**config.mk**
```make
export PLATFORM = sky130hd
export DESIGN_NAME = tmz_timer
export DESIGN_NICKNAME = d
export VERILOG_FILES = /design/src/tmz_pkg.sv /design/src/tmz_ripple.sv /design/src/tmz_timer.sv
export SDC_FILE = /design/constraint.sdc
export NUM_CORES = 1
export LEC_CHECK = 0
export BUFFER_PORTS_ARGS = -buffer_cell sky130_fd_sc_hd__buf_2
export CORE_MARGIN = 5
export CORE_UTILIZATION = 30
export CTS_CLUSTER_DIAMETER = 120
export DETAILED_ROUTE_END_ITERATION = 6
export GPL_ROUTABILITY_DRIVEN = 0
export GPL_TIMING_DRIVEN = 0
export MAX_ROUTING_LAYER = met4
export SYNTH_ARGS = -nofsm -noshare
export SYNTH_HDL_FRONTEND = slang
export SYNTH_SLANG_ARGS = --single-unit
```
**constraint.sdc**
```tcl
create_clock -name mclk -period 4.7 [get_ports mclk]
set_clock_uncertainty 0.1 [all_clocks]
set_input_delay 0 -clock mclk [delete_from_list [all_inputs] [get_ports mclk]]
set_output_delay 0 -clock mclk [all_outputs]
set_load 0.03 [all_outputs]
```
**src/tmz_pkg.sv**
```systemverilog
// Package for the timer/counter block with shared scaler.
// Assumes a single 100 MHz clock and an APB register bus with 32-bit data.
package tmz_pkg;
    // ****************************************************************
    // Register map (byte addresses, printed offsets are not all word aligned)
    // ****************************************************************
    localparam logic [7:0] TMZ_IDX_TIMER = 8'h01;
    localparam logic [7:0] TMZ_IDX_INTCTL = 8'h0B;
    localparam logic [7:0] TMZ_IDX_INTCTL_ALT = 8'h8B;
    localparam logic [7:0] TMZ_IDX_OPTION = 8'h81;
    localparam logic [7:0] TMZ_IDX_PORTDIR = 8'h85;
    localparam logic [7:0] TMZ_IDX_CTRL = 8'hC0;
    localparam logic [11:0] TMZ_ADDR_TIMER = {2'h0, TMZ_IDX_TIMER, 2'h0};
    localparam logic [11:0] TMZ_ADDR_INTCTL = {2'h0, TMZ_IDX_INTCTL, 2'h0};
    localparam logic [11:0] TMZ_ADDR_INTCTL_ALT = {2'h0, TMZ_IDX_INTCTL_ALT, 2'h0};
    localparam logic [11:0] TMZ_ADDR_OPTION = {2'h0, TMZ_IDX_OPTION, 2'h0};
    localparam logic [11:0] TMZ_ADDR_PORTDIR = {2'h0, TMZ_IDX_PORTDIR, 2'h0};
    localparam logic [11:0] TMZ_ADDR_CTRL = {2'h0, TMZ_IDX_CTRL, 2'h0};

    // ****************************************************************
    // Field positions
    // ****************************************************************
    localparam int TMZ_BIT_FLAG = 2;
    localparam int TMZ_BIT_IRQEN = 5;
    localparam int TMZ_BIT_ASSIGN = 3;
    localparam int TMZ_BIT_EDGE = 4;
    localparam int TMZ_BIT_SRC = 5;
    localparam int TMZ_BIT_SLEEP = 0;
    localparam int TMZ_BIT_WDCLR = 1;

    // ****************************************************************
    // Reset values and masks
    // ****************************************************************
    localparam logic [7:0] TMZ_RST_TIMER = 8'h00;
    localparam logic [7:0] TMZ_RST_INTCTL = 8'h00;
    localparam logic [7:0] TMZ_RST_OPTION = 8'hFF;
    localparam logic [4:0] TMZ_RST_PORTDIR = 5'h1F;
    localparam logic [7:0] TMZ_MAX_COUNT = 8'hFF;

    // ****************************************************************
    // Timing
    // ****************************************************************
    localparam int TMZ_CLK_MHZ = 100;
    localparam int TMZ_PHASES = 4;
    localparam logic [1:0] TMZ_Q1 = 2'h0;
    localparam logic [1:0] TMZ_Q2 = 2'h1;
    localparam logic [1:0] TMZ_Q4 = 2'h3;
    localparam logic [1:0] TMZ_INHIBIT_CY = 2'h2;
    localparam logic [2:0] TMZ_IRQ_LAT_CY = 3'h4;
endpackage : tmz_pkg

```
**src/tmz_ripple.sv**
```systemverilog
// Scaler counter: eight-bit divider with a tap selected by the ratio field.
// Assumes the count enable and clear come from logic on the same clock.
module tmz_ripple
    import tmz_pkg::*;
(
    // Clock and reset
    input wire logic mclk,
    input wire logic reset_n,
    // Control
    input wire logic clr,
    input wire logic step,
    input wire logic [2:0] tap_sel,
    input wire logic wd_mode,
    // Result
    output logic tick,
    output logic level
);
    logic [7:0] cnt_r;
    logic [7:0] cnt_nxt;
    logic [8:0] mask;
    logic wd_bypass;

    // A divide-by-2^n tap fires when the low n bits all roll to zero.
    assign cnt_nxt = cnt_r + 8'h01;
    assign mask = wd_mode ? ((9'h001 << tap_sel) - 9'h001) : ((9'h002 << tap_sel) - 9'h001);
    assign wd_bypass = wd_mode && (tap_sel == 3'h0);
    assign tick = step && (wd_bypass || ((cnt_nxt & mask[7:0]) == 8'h00));
    // Tap level of the divider in timer mode, bit 0 in watchdog mode: symmetrical square wave when fed by pin edges.
    assign level = wd_mode ? cnt_r[0] : cnt_r[tap_sel];

    // Counter is cleared by hardware only; software never reads or loads it.
    always_ff @(posedge mclk or negedge reset_n) begin
        if (!reset_n) begin
            cnt_r <= 8'h00;
        end else if (clr) begin
            cnt_r <= 8'h00;
        end else if (step) begin
            cnt_r <= cnt_nxt;
        end
    end
endmodule // tmz_ripple

```
**src/tmz_timer.sv**
```systemverilog
// Timer/counter with overflow flag and a shared scaler, reached over APB.
// Assumes a 100 MHz mclk, an asynchronous external count pin and a watchdog elsewhere.
//
// Operation
// - Count rolling from FFh to 00h sets the overflow flag.
// - Overflow interrupt request is gated by the enable bit, bit 5.
// - Overflow flag, bit 2, stays set until software clears it.
// - Timer stops counting during sleep, so it never wakes the core.
// - Flag sampled every Q1; interrupt asserts four instruction cycles after setting.
// - External count path is sampled on Q2 and Q4 phases.
// - Without the scaler, the pin feeds the synchroniser directly.
// - With the scaler in counter mode, the pin is synchronised, then divided before Q2/Q4 sampling.
// - Timer increments only after synchroniser delay, not at the pin edge.
// - One eight-bit scaler serves timer or watchdog, the other runs unscaled.
// - Option bits 3:0 select scaler owner and ratio.
// - Any timer write clears the scaler while the timer owns it.
// - Watchdog clear resets the scaler while the watchdog owns it.
// - Scaler count is neither readable nor writable by software.
// - Scaler assignment may change at any time.
// - Watchdog ratio 000 divides by 1, 001 by 2.
// - Source bit clear counts instruction cycles; set counts pin edges.
// - Edge bit clear selects rising edge, set selects falling edge.
// - Timer write inhibits incrementing for the next two instruction cycles.
// - Assignment bit clear gives scaler to timer; set gives it to watchdog.
module tmz_timer
    import tmz_pkg::*;
(
    // Clock and reset
    input wire logic mclk,
    input wire logic reset_n,
    // APB slave
    input wire logic psel,
    input wire logic penable,
    input wire logic pwrite,
    input wire logic [11:0] paddr,
    input wire logic [31:0] pwdata,
    input wire logic [3:0] pstrb,
    output logic [31:0] prdata,
    output logic pready,
    output logic pslverr,
    // External count pin
    input wire logic ext_count_input,
    // Watchdog side
    input wire logic wd_tick_in,
    output logic wd_tick_out,
    // Interrupt request to the core
    output logic overflow_irq
);
    // ****************************************************************
    // Registers
    // ****************************************************************
    logic [7:0] timer_count_value_r;
    logic [7:0] interrupt_control_r;
    logic [7:0] option_config_r;
    logic [4:0] port_a_direction_r;
    logic [1:0] ctrl_r;
    logic [1:0] phase_r;
    logic [1:0] inhibit_r;
    logic [2:0] irq_lat_r;
    logic irq_pend_r;
    logic [2:0] pin_sync_r;
    logic pin_stable_r;
    logic sync_q2_r;
    logic sync_q4_r;
    logic sync_prev_r;
    logic [31:0] prdata_r;
    logic pready_r;
    logic pslverr_r;
    logic wd_tick_r;
    logic irq_r;

    // ****************************************************************
    // Decode
    // ****************************************************************
    wire access = psel && penable && !pready_r;
    wire wr_en = access && pwrite && pstrb[0];
    wire hit_timer = paddr == TMZ_ADDR_TIMER;
    wire hit_intctl = (paddr == TMZ_ADDR_INTCTL) || (paddr == TMZ_ADDR_INTCTL_ALT);
    wire hit_option = paddr == TMZ_ADDR_OPTION;
    wire hit_portdir = paddr == TMZ_ADDR_PORTDIR;
    wire hit_ctrl = paddr == TMZ_ADDR_CTRL;
    wire hit_any = hit_timer || hit_intctl || hit_option || hit_portdir || hit_ctrl;
    wire wr_timer = wr_en && hit_timer;
    wire wr_intctl = wr_en && hit_intctl;
    wire wr_option = wr_en && hit_option;
    wire wr_portdir = wr_en && hit_portdir;
    wire wr_ctrl = wr_en && hit_ctrl;

    // Option fields; the assignment may change on any write.
    wire to_watchdog = option_config_r[TMZ_BIT_ASSIGN];
    wire src_pin = option_config_r[TMZ_BIT_SRC];
    wire edge_fall = option_config_r[TMZ_BIT_EDGE];
    wire [2:0] ratio = option_config_r[2:0];
    wire sleeping = ctrl_r[TMZ_BIT_SLEEP];
    wire wd_clear = wr_ctrl && pwdata[TMZ_BIT_WDCLR];

    // ****************************************************************
    // Phase generator: four mclk periods make one instruction cycle
    // ****************************************************************
    wire q1 = phase_r == TMZ_Q1;
    wire q2 = phase_r == TMZ_Q2;
    wire q4 = phase_r == TMZ_Q4;
    wire cycle_end = q4;

    // ****************************************************************
    // External path: pin synchroniser, scaler, phase sampling
    // ****************************************************************
    // Pin passes three flops; a change counts once the last two agree.
    wire pin_agree = pin_sync_r[1] == pin_sync_r[2];
    wire pin_lvl = edge_fall ? !pin_stable_r : pin_stable_r;
    logic pin_lvl_prev_r;
    wire pin_edge = pin_lvl && !pin_lvl_prev_r;

    // Scaler input: pin edges in counter mode, cycle ends in timer mode, watchdog ticks otherwise.
    wire tmr_src_tick = src_pin ? pin_edge : cycle_end;
    wire sc_step = sleeping ? 1'b0 : (to_watchdog ? wd_tick_in : tmr_src_tick);
    wire sc_clr = to_watchdog ? wd_clear : wr_timer;
    logic sc_tick;
    logic sc_level;

    tmz_ripple u_scaler (
        .mclk(mclk),
        .reset_n(reset_n),
        .clr(sc_clr),
        .step(sc_step),
        .tap_sel(ratio),
        .wd_mode(to_watchdog),
        .tick(sc_tick),
        .level(sc_level)
    );

    // Pin path output: scaler tap when the timer owns it, else the edge-selected pin.
    wire ext_path = to_watchdog ? pin_lvl : sc_level;
    // Rising edge of the Q2/Q4-sampled path, seen only after the sampling delay.
    wire ext_inc = src_pin && sync_q4_r && !sync_prev_r;
    wire int_inc = !src_pin && (to_watchdog ? cycle_end : sc_tick);
    wire inc = !sleeping && (inhibit_r == 2'h0) && (ext_inc || int_inc);
    wire overflow = inc && (timer_count_value_r == TMZ_MAX_COUNT);

    // ****************************************************************
    // Read mux
    // ****************************************************************
    wire [7:0] rd_byte = hit_timer ? timer_count_value_r :
                         hit_intctl ? interrupt_control_r :
                         hit_option ? option_config_r :
                         hit_portdir ? {3'h0, port_a_direction_r} :
                         hit_ctrl ? {6'h00, 1'b0, ctrl_r[TMZ_BIT_SLEEP]} : 8'h00;

    // Phase counter.
    always_ff @(posedge mclk or negedge reset_n) begin
        if (!reset_n) begin
            phase_r <= TMZ_Q1;
        end else begin
            phase_r <= phase_r + 2'h1;
        end
    end

    // Pin synchroniser; only the second and third stages are compared.
    always_ff @(posedge mclk or negedge reset_n) begin
        if (!reset_n) begin
            pin_sync_r <= 3'h0;
            pin_stable_r <= 1'b0;
            // Edge select resets set, so the selected level idles high over a low pin.
            pin_lvl_prev_r <= 1'b1;
        end else begin
            pin_sync_r <= {pin_sync_r[1:0], ext_count_input};
            if (pin_agree) begin
                pin_stable_r <= pin_sync_r[2];
            end
            pin_lvl_prev_r <= pin_lvl;
        end
    end

    // Two-phase sampling of the external path (scaler tap or edge-selected pin): Q2 then Q4.
    // Reset high to match the idle path level; a low reset would fake one count after reset.
    // The previous value follows every clock, so an increment lasts one mclk, not a whole cycle.
    always_ff @(posedge mclk or negedge reset_n) begin
        if (!reset_n) begin
            sync_q2_r <= 1'b1;
            sync_q4_r <= 1'b1;
            sync_prev_r <= 1'b1;
        end else begin
            if (q2) begin
                sync_q2_r <= ext_path;
            end
            if (q4) begin
                sync_q4_r <= sync_q2_r;
            end
            sync_prev_r <= sync_q4_r;
        end
    end

    // Timer register: software write wins and arms a two-cycle inhibit.
    always_ff @(posedge mclk or negedge reset_n) begin
        if (!reset_n) begin
            timer_count_value_r <= TMZ_RST_TIMER;
            inhibit_r <= 2'h0;
        end else if (wr_timer) begin
            timer_count_value_r <= pwdata[7:0];
            inhibit_r <= TMZ_INHIBIT_CY;
        end else begin
            if (inc) begin
                timer_count_value_r <= timer_count_value_r + 8'h01;
            end
            if (cycle_end && inhibit_r != 2'h0) begin
                inhibit_r <= inhibit_r - 2'h1;
            end
        end
    end

    // Interrupt control: hardware set of the flag beats a software clear.
    always_ff @(posedge mclk or negedge reset_n) begin
        if (!reset_n) begin
            interrupt_control_r <= TMZ_RST_INTCTL;
        end else begin
            if (wr_intctl) begin
                interrupt_control_r <= pwdata[7:0];
            end
            if (overflow) begin
                interrupt_control_r[TMZ_BIT_FLAG] <= 1'b1;
            end
        end
    end

    // Option, port direction and local control registers.
    always_ff @(posedge mclk or negedge reset_n) begin
        if (!reset_n) begin
            option_config_r <= TMZ_RST_OPTION;
            port_a_direction_r <= TMZ_RST_PORTDIR;
            ctrl_r <= 2'h0;
        end else begin
            if (wr_option) begin
                option_config_r <= pwdata[7:0];
            end
            if (wr_portdir) begin
                port_a_direction_r <= pwdata[4:0];
            end
            if (wr_ctrl) begin
                ctrl_r <= {1'b0, pwdata[TMZ_BIT_SLEEP]};
            end
        end
    end

    // Interrupt latency: flag and enable sampled at Q1, request after four cycles.
    wire flag_armed = interrupt_control_r[TMZ_BIT_FLAG] && interrupt_control_r[TMZ_BIT_IRQEN];
    always_ff @(posedge mclk or negedge reset_n) begin
        if (!reset_n) begin
            irq_pend_r <= 1'b0;
            irq_lat_r <= 3'h0;
            irq_r <= 1'b0;
        end else begin
            if (!flag_armed) begin
                irq_pend_r <= 1'b0;
                irq_lat_r <= 3'h0;
                irq_r <= 1'b0;
            end else if (q1) begin
                irq_pend_r <= 1'b1;
                if (irq_pend_r && irq_lat_r != TMZ_IRQ_LAT_CY) begin
                    irq_lat_r <= irq_lat_r + 3'h1;
                end
                irq_r <= irq_pend_r && (irq_lat_r + 3'h1 >= TMZ_IRQ_LAT_CY);
            end
        end
    end

    // Watchdog tick out: scaled when the watchdog owns the scaler, raw otherwise.
    always_ff @(posedge mclk or negedge reset_n) begin
        if (!reset_n) begin
            wd_tick_r <= 1'b0;
        end else begin
            wd_tick_r <= to_watchdog ? sc_tick : wd_tick_in;
        end
    end

    // APB answer: one wait state; unmapped addresses return an error.
    always_ff @(posedge mclk or negedge reset_n) begin
        if (!reset_n) begin
            pready_r <= 1'b0;
            pslverr_r <= 1'b0;
            prdata_r <= 32'h0000_0000;
        end else begin
            pready_r <= access;
            pslverr_r <= access && !hit_any;
            prdata_r <= (access && !pwrite) ? {24'h00_0000, rd_byte} : 32'h0000_0000;
        end
    end

    assign prdata = prdata_r;
    assign pready = pready_r;
    assign pslverr = pslverr_r;
    assign wd_tick_out = wd_tick_r;
    assign overflow_irq = irq_r;
endmodule // tmz_timer
```
# Yosys cells after proc, flatten, opt, wreduce, memory -nomap -nowiden
# Cells that the tools add are included.
[word_totals]
output_inout_bits = 36
regBits = 66
elab_cells = 129
[classes]
reduce_logical = 50
bitwise = 1
n_addsub = 7
mux = 32
n_eq_ne = 13
n_lt_le_gt_ge = 2
n_shift = 2
[op_table]
columns = ["cell", "count"]
rows = [
  ["$mux 8", 9],
  ["$eq 12x10->1 const B", 4],
  ["$logic_and 1x1->1", 25],
  ["$add 8x1->8 const B", 2],
  ["$sub 8x1->8 const B", 2],
  ["$mux 1", 15],
  ["$eq 12x3->1 const B", 1],
  ["$eq 12x6->1 const B", 1],
  ["$mux 3", 4],
  ["$reduce_bool 2->1", 5],
  ["$and 8x8->8", 1],
  ["$eq 8x8->1 const B", 1],
  ["$logic_not 1->1", 8],
  ["$logic_not 8->1", 1],
  ["$shl 1x3->8 const A", 1],
  ["$shl 2x3->8 const A", 1],
  ["$logic_or 1x1->1", 7],
  ["$mux 5", 1],
  ["$logic_not 2->1", 2],
  ["$lt 3x4->1 const B", 1],
  ["$mux 2", 2],
  ["$add 3x1->3 const B", 1],
  ["$bmux 1 s3", 1],
  ["$ge 3x3->1 const B", 1],
  ["10 further kinds", 10],
]

# Depth between registers and ports, before layout
[depth]
ltp_word = 13
mapped_depth = 13
ltp_nobuf = 11

# Modules after synthesis
# Synthesis repeated with hierarchy kept, for this count alone.
[unflattened]
cells_unflattened = 390
hier_area_um2 = 3842.4
[by_module_without_submodules]
columns = ["mod", "instances", "seq_area_each_um2", "area_per_inst_um2", "cells_per_inst"]
rows = [
  ["tmz_timer", 1, 1472.7, 2986.6, 277],
  ["tmz_ripple", 1, 200.2, 855.8, 113],
]

# Worst setup path before layout
# OpenSTA, ideal clock, no wires.
[synth_path]
kind = "register to register"
from = "reg option_config_r[0]"
to = "reg timer_count_value_r[5]"
required_time_ps = 4534
n_path_buf = 2
period_less_slack_ps = 3027
setup_slack_ps = 1673
t_arrival_ps = 2861
stages_incl_launch_ff = 14
path_cell_list = "dfstp_2 -> inv_1 -> ha_1 -> buf_1 -> nand2_1 -> ha_1 -> clkbuf_1 -> nor3b_1 -> o21a_1 -> a211oi_1 -> o22a_1 -> a31oi_2 -> mux2_1 -> nand2_1"
[synth_between]
elab_chain_cells = 12
elab_cells_between_ends = 16
classes_between = "add/sub (2); shift (2); mux (2); bitwise (1); reduce/logical (9)"
[synth_lines]
columns = ["item", "line", "text"]
rows = [
  ["start: declaration", "tmz_timer.sv:54", "logic [7:0] option_config_r;"],
  ["start signal: assignment", "tmz_timer.sv:233", "option_config_r <= pwdata[7:0];"],
  ["$shl 2x3->8 or $shl 1x3->8 (tied branches)", "tmz_ripple.sv:25", "assign mask = wd_mode ? ((9'h001 << tap_sel) - 9'h001) : ((9'h002 << tap_sel) - 9'h001);"],
  ["$sub 8x1->8", "tmz_ripple.sv:25", ""],
  ["$mux 8", "tmz_ripple.sv:25", ""],
  ["$and 8x8->8", "tmz_ripple.sv:27", "assign tick = step && (wd_bypass || ((cnt_nxt & mask[7:0]) == 8'h00));"],
  ["$logic_not 8->1", "tmz_ripple.sv:27", ""],
  ["$logic_or 1x1->1 *", "tmz_ripple.sv:27", ""],
  ["$logic_and 1x1->1 *", "tmz_ripple.sv:27", ""],
  ["$mux 1 *", "tmz_timer.sv:136", "wire int_inc = !src_pin && (to_watchdog ? cycle_end : sc_tick);"],
  ["$logic_and 1x1->1 *", "tmz_timer.sv:136", ""],
  ["$logic_or 1x1->1 *", "tmz_timer.sv:137", "wire inc = !sleeping && (inhibit_r == 2'h0) && (ext_inc || int_inc);"],
  ["$logic_and 1x1->1 *", "tmz_timer.sv:137", ""],
  ["$reduce_bool 2->1 (no line) *", "--", ""],
  ["end signal: assignment", "tmz_timer.sv:199", "timer_count_value_r <= pwdata[7:0];"],
  ["end signal: assignment", "tmz_timer.sv:203", "timer_count_value_r <= timer_count_value_r + 8'h01;"],
  ["end: declaration", "tmz_timer.sv:52", "logic [7:0] timer_count_value_r;"],
]
# Mark *: on every way between the ends. The rest lies on a longest branch, timed or not.
# A chain may end at the register's enable or synchronous reset.

# Worst setup path after layout
[layout_path]
from = "reg option_config_r[0]"
to = "reg timer_count_value_r[7]"
# Same word-level chain as after synthesis.

==> results by group <==
Outcome
  – Run status: finished, final reports clean

Timing
  – Fin Setup TNS: 0 ns
  – Unrepaired setup endpoints after global routing: false
  – Fmax: 0.276 GHz
  – Max-slew violation count: 0
  – Final Hold Fails: 0
  – Setup violators final: 0
  – Period minus WS final: between 3 and 4 ns
  – Final worst slack: approximately 1.1 ns
  – Slew @ Worst Pin: 0.956 ns
  – Part of the cycle the worst path needs: slightly below 80%
  – Max_slew headroom: 35.8%

Routing
  – First-pass DRT Iterations: 4
  – Antenna violation net count after detailed routing: 0
  – First DRT Iteration DRCs: between 150 and 200
  – Final WL: roughly 8600 µm
  – DRT met1 WL: just under 4000 µm
  – Drt wl/cell: around 14 µm
  – Met2 WL: approximately 4300 µm
  – Highest metal used: met4
  – Vias per cell: slightly below 5
  – Vias post-DR: a little under 3000
  – DR DRC count: 0
  – WL met3: around 370 µm

Worst hold path
  – HP Class: in2reg

Floorplanning
  – Num rows: 40
  – Core area: 12000 µm²
  – # IOs: 91
  – Chip height: ~120 µm
  – Initial Util: a little under a third
  – Die W: 121 µm
  – Die area: 14600 µm²

Global route
  – GRT Util Overall: 12.8%
  – Vias in the first global route: 2947
  – Global route total overflow: 0
  – Largest net degree at the start of global routing: between 60 and 70
  – First-pass GRT wire length: ~15000 µm
  – Initial antenna violation count: 0

Critical path
  – Slowest stage delay, CP: 0.61 ns
  – Capturing point of the worst reg2reg path: timer_count_value_r[7]$_DFFE_PN0P_
  – Crit path max-delay family: compound AO/OA/AOI/OAI gates
  – Crit. End Element: register
  – Crit path kind: reg2reg
  – Worst Setup Start Kind: register
  – CP Data Required Time: 4.86 ns
  – Worst reg2reg path startpoint: option_config_r[0]$_DFFE_PN1P_
  – Reg2Reg Setup Slack: roughly 1.1 ns
  – Worst EP arrival: approximately 3.8 ns
  – Critical Path Stages: 13
  – Most Frequent Cell on Critical Path: ha_1
  – Critical-path top delay cell: dfstp_2
  – Crit. Startpoint: option_config_r[0]$_DFFE_PN1P_
  – Crit-path max FO: 10
  – CP Cell Sequence: inv_1, ha_1, buf_1, nand2_1, ha_1, clkbuf_1, nor3b_1, o21a_1, a211oi_1, o22a_1, a31oi_1, mux2_2, nand3_1
  – CP endpoint: timer_count_value_r[7]$_DFFE_PN0P_
  – Worst R2R Path Depth: 13
  – Crit path buffers/inverters: 3

Clock tree
  – Clk buf depth: 2
  – Clk sinks: 66
  – H-tree Lvls: 3
  – Clock latency on the worst-skew pair: 0.32 ns
  – TritonCTS clock tree: yes
  – Clock Pin Slew Worst Setup and Hold Paths: approximately 0.06 ns
  – Num CTS Buffers: 9
  – Number of buffers added for setup after CTS: 0
  – CTS resizes: 0
  – Root Driver: clkbuf_16

Synthesis
  – Yosys cell types: 53
  – Synth Area in Compound Gates: about 12%
  – Adder-Cell Fraction of Synth Area: around 4%
  – Yosys warning count: 0
  – Async SR Flop Fraction: between 90% and 100%
  – Mapped cell area: around 3700 µm²
  – Seq cells post-synth: 66
  – Synth Area in XOR/XNOR: about 4.5%
  – Largest family of logic cells by synthesized area: simple AND/OR/NAND/NOR gates
  – Post-synth EDFFs: 0
  – Simple-gate area share of the yosys netlist: between 15 and 20%
  – Sequential area share after synthesis: between 40% and 50%
  – Synthesized area per cell: about 10 µm²
  – Multiplexer share of the synthesized area: between 10% and 20%
  – Dominant synthesized flop cell: dfrtp_1
  – Syn Inst Count: 366

Final layout
  – # nets final: between 500 and 600
  – Commonest non-fill, non-tap cell in the layout: dfrtp_1
  – Area of the multi-input gates: 1800 µm²
  – Non-Filler Instances: around 600
  – Commonest cells after routing, fill and taps aside: dfrtp_1, buf_2, nor2_1
  – Reg area: between 1500 and 2000 µm²
  – Share of post-route cells with drive strength above 1: 27.8%
  – Fin util: 38.4%
  – Fillers: roughly 1200
  – ANT cells: 0
  – Area Growth Syn to Fin: 25.1%

Run
  – Max Cap Viol: 0

Place
  – DP Worst Slack: 1.15 ns
  – Port Buffer Count: 39
  – DP HPWL: 6290 µm
  – Placed insts: ~580

Pwr
  – Pwr dens: about 370 nW/µm²
  – Static Leak: about 2.1 nW
  – Max rail drop VDD: roughly 170 µV
layout make-up:
cell class,count,share of cell area [%]
well taps,147,3.99
plain buffers,36,5.05
inverters,16,1.30
multi-input cells,271,39.1
clock buffers,9,4.89
repair buffers,52,7.11
flip-flops and latches,66,36.3
clock inverters,7,2.23
synthesized netlist by cell type, drive strengths merged, types with 10 or more instances:
cell type	n	area share, %
a21oi	16	2.2
a22oi	11	2.2
buf	27	5.4
dfrtp	49	33
dfstp	17	12
ha	11	3.7
inv	16	1.6
mux2	25	7.6
nand2	35	3.6
nand3	10	1.4
nor2	37	3.8
xnor2	10	2.4
metal layers:
| metal | up-vias | global-route usage [%] |
|---|---|---|
| met5 | - | - |
| met4 | 0 | 4.25 |
| met3 | 8 | 2.06 |
| met2 | 76 | 21.3 |
| met1 | 1401 | 16.0 |
| li1 | 1423 | - |
worst min-delay path, cell delays in order:
cell	delay [ns]
buf_2	0.08
or3_1	0.11
nor3_1	0.15
nor2_1	0.13
stage by stage:
| stage | power (W) | hold slack, ns | cell area (µm²) |
|---|---|---|---|
| after floorplan | 0.000887 | -0.396 | 3770 |
| after global placement | 0.000955 | 0.00832 | 4150 |
| after detailed placement | 0.000965 | 0.0114 | 4150 |
| after CTS | 0.00171 | 0.0653 | 4610 |
| after global routing | 0.00179 | 0.0866 | 4610 |
| final | 0.00169 | 0.0803 | 4610 |
kinds of logic (layout without fill, tap and decap cells):
kind of cell / count (synthesis) / count (layout)
compound gates: 63 / 63
fa+ha+maj: 12 / 12
buf+inv: 52 / 120
other cells: 1 / 24
mux: 33 / 33
simple gates: 120 / 120
flops: 66 / 66
xor+xnor: 19 / 19
power by group:
| part | switching [W] | internal, W | leakage (nW) |
|---|---|---|---|
| clock network | 0.000256 | 0.000469 | 0.161 |
| logic | 0.000143 | 0.000117 | 1.11 |
| registers | 0.0000741 | 0.000632 | 0.796 |
worst min-delay path by stage:
stage / from / end / slack [ns] / cells after the start
after global routing: paddr[9] / inhibit_r[0]$_DFFE_PN0P_ / 0.09 / 4
after CTS: paddr[9] / inhibit_r[0]$_DFFE_PN0P_ / 0.07 / 4
after floorplan: reset_n / ctrl_r[0]$_DFFE_PN0P_ / -0.40 / 0
after detailed placement: ext_count_input / pin_sync_r[0]$_DFF_PN0_ / 0.01 / 1
final: paddr[9] / inhibit_r[0]$_DFFE_PN0P_ / 0.08 / 4
after global placement: ext_count_input / pin_sync_r[0]$_DFF_PN0_ / 0.008 / 1
registers in the layout, indices dropped and copies added (netlist names), 2 cells and up:
signal               cells
option_config_r          8
port_a_direction_r       5
u_scaler.cnt_r           8
phase_r                  2
irq_lat_r                3
pin_sync_r               3
timer_count_value_r      8
prdata                   8
interrupt_control_r      8
inhibit_r                2
what timing repair did:
action | CTS | global route
hold endpoints to repair | 82 | 0
hold buffers | 13 | 0
setup endpoints to repair | 0 | 0
Power figures use the tool's default switching activity.
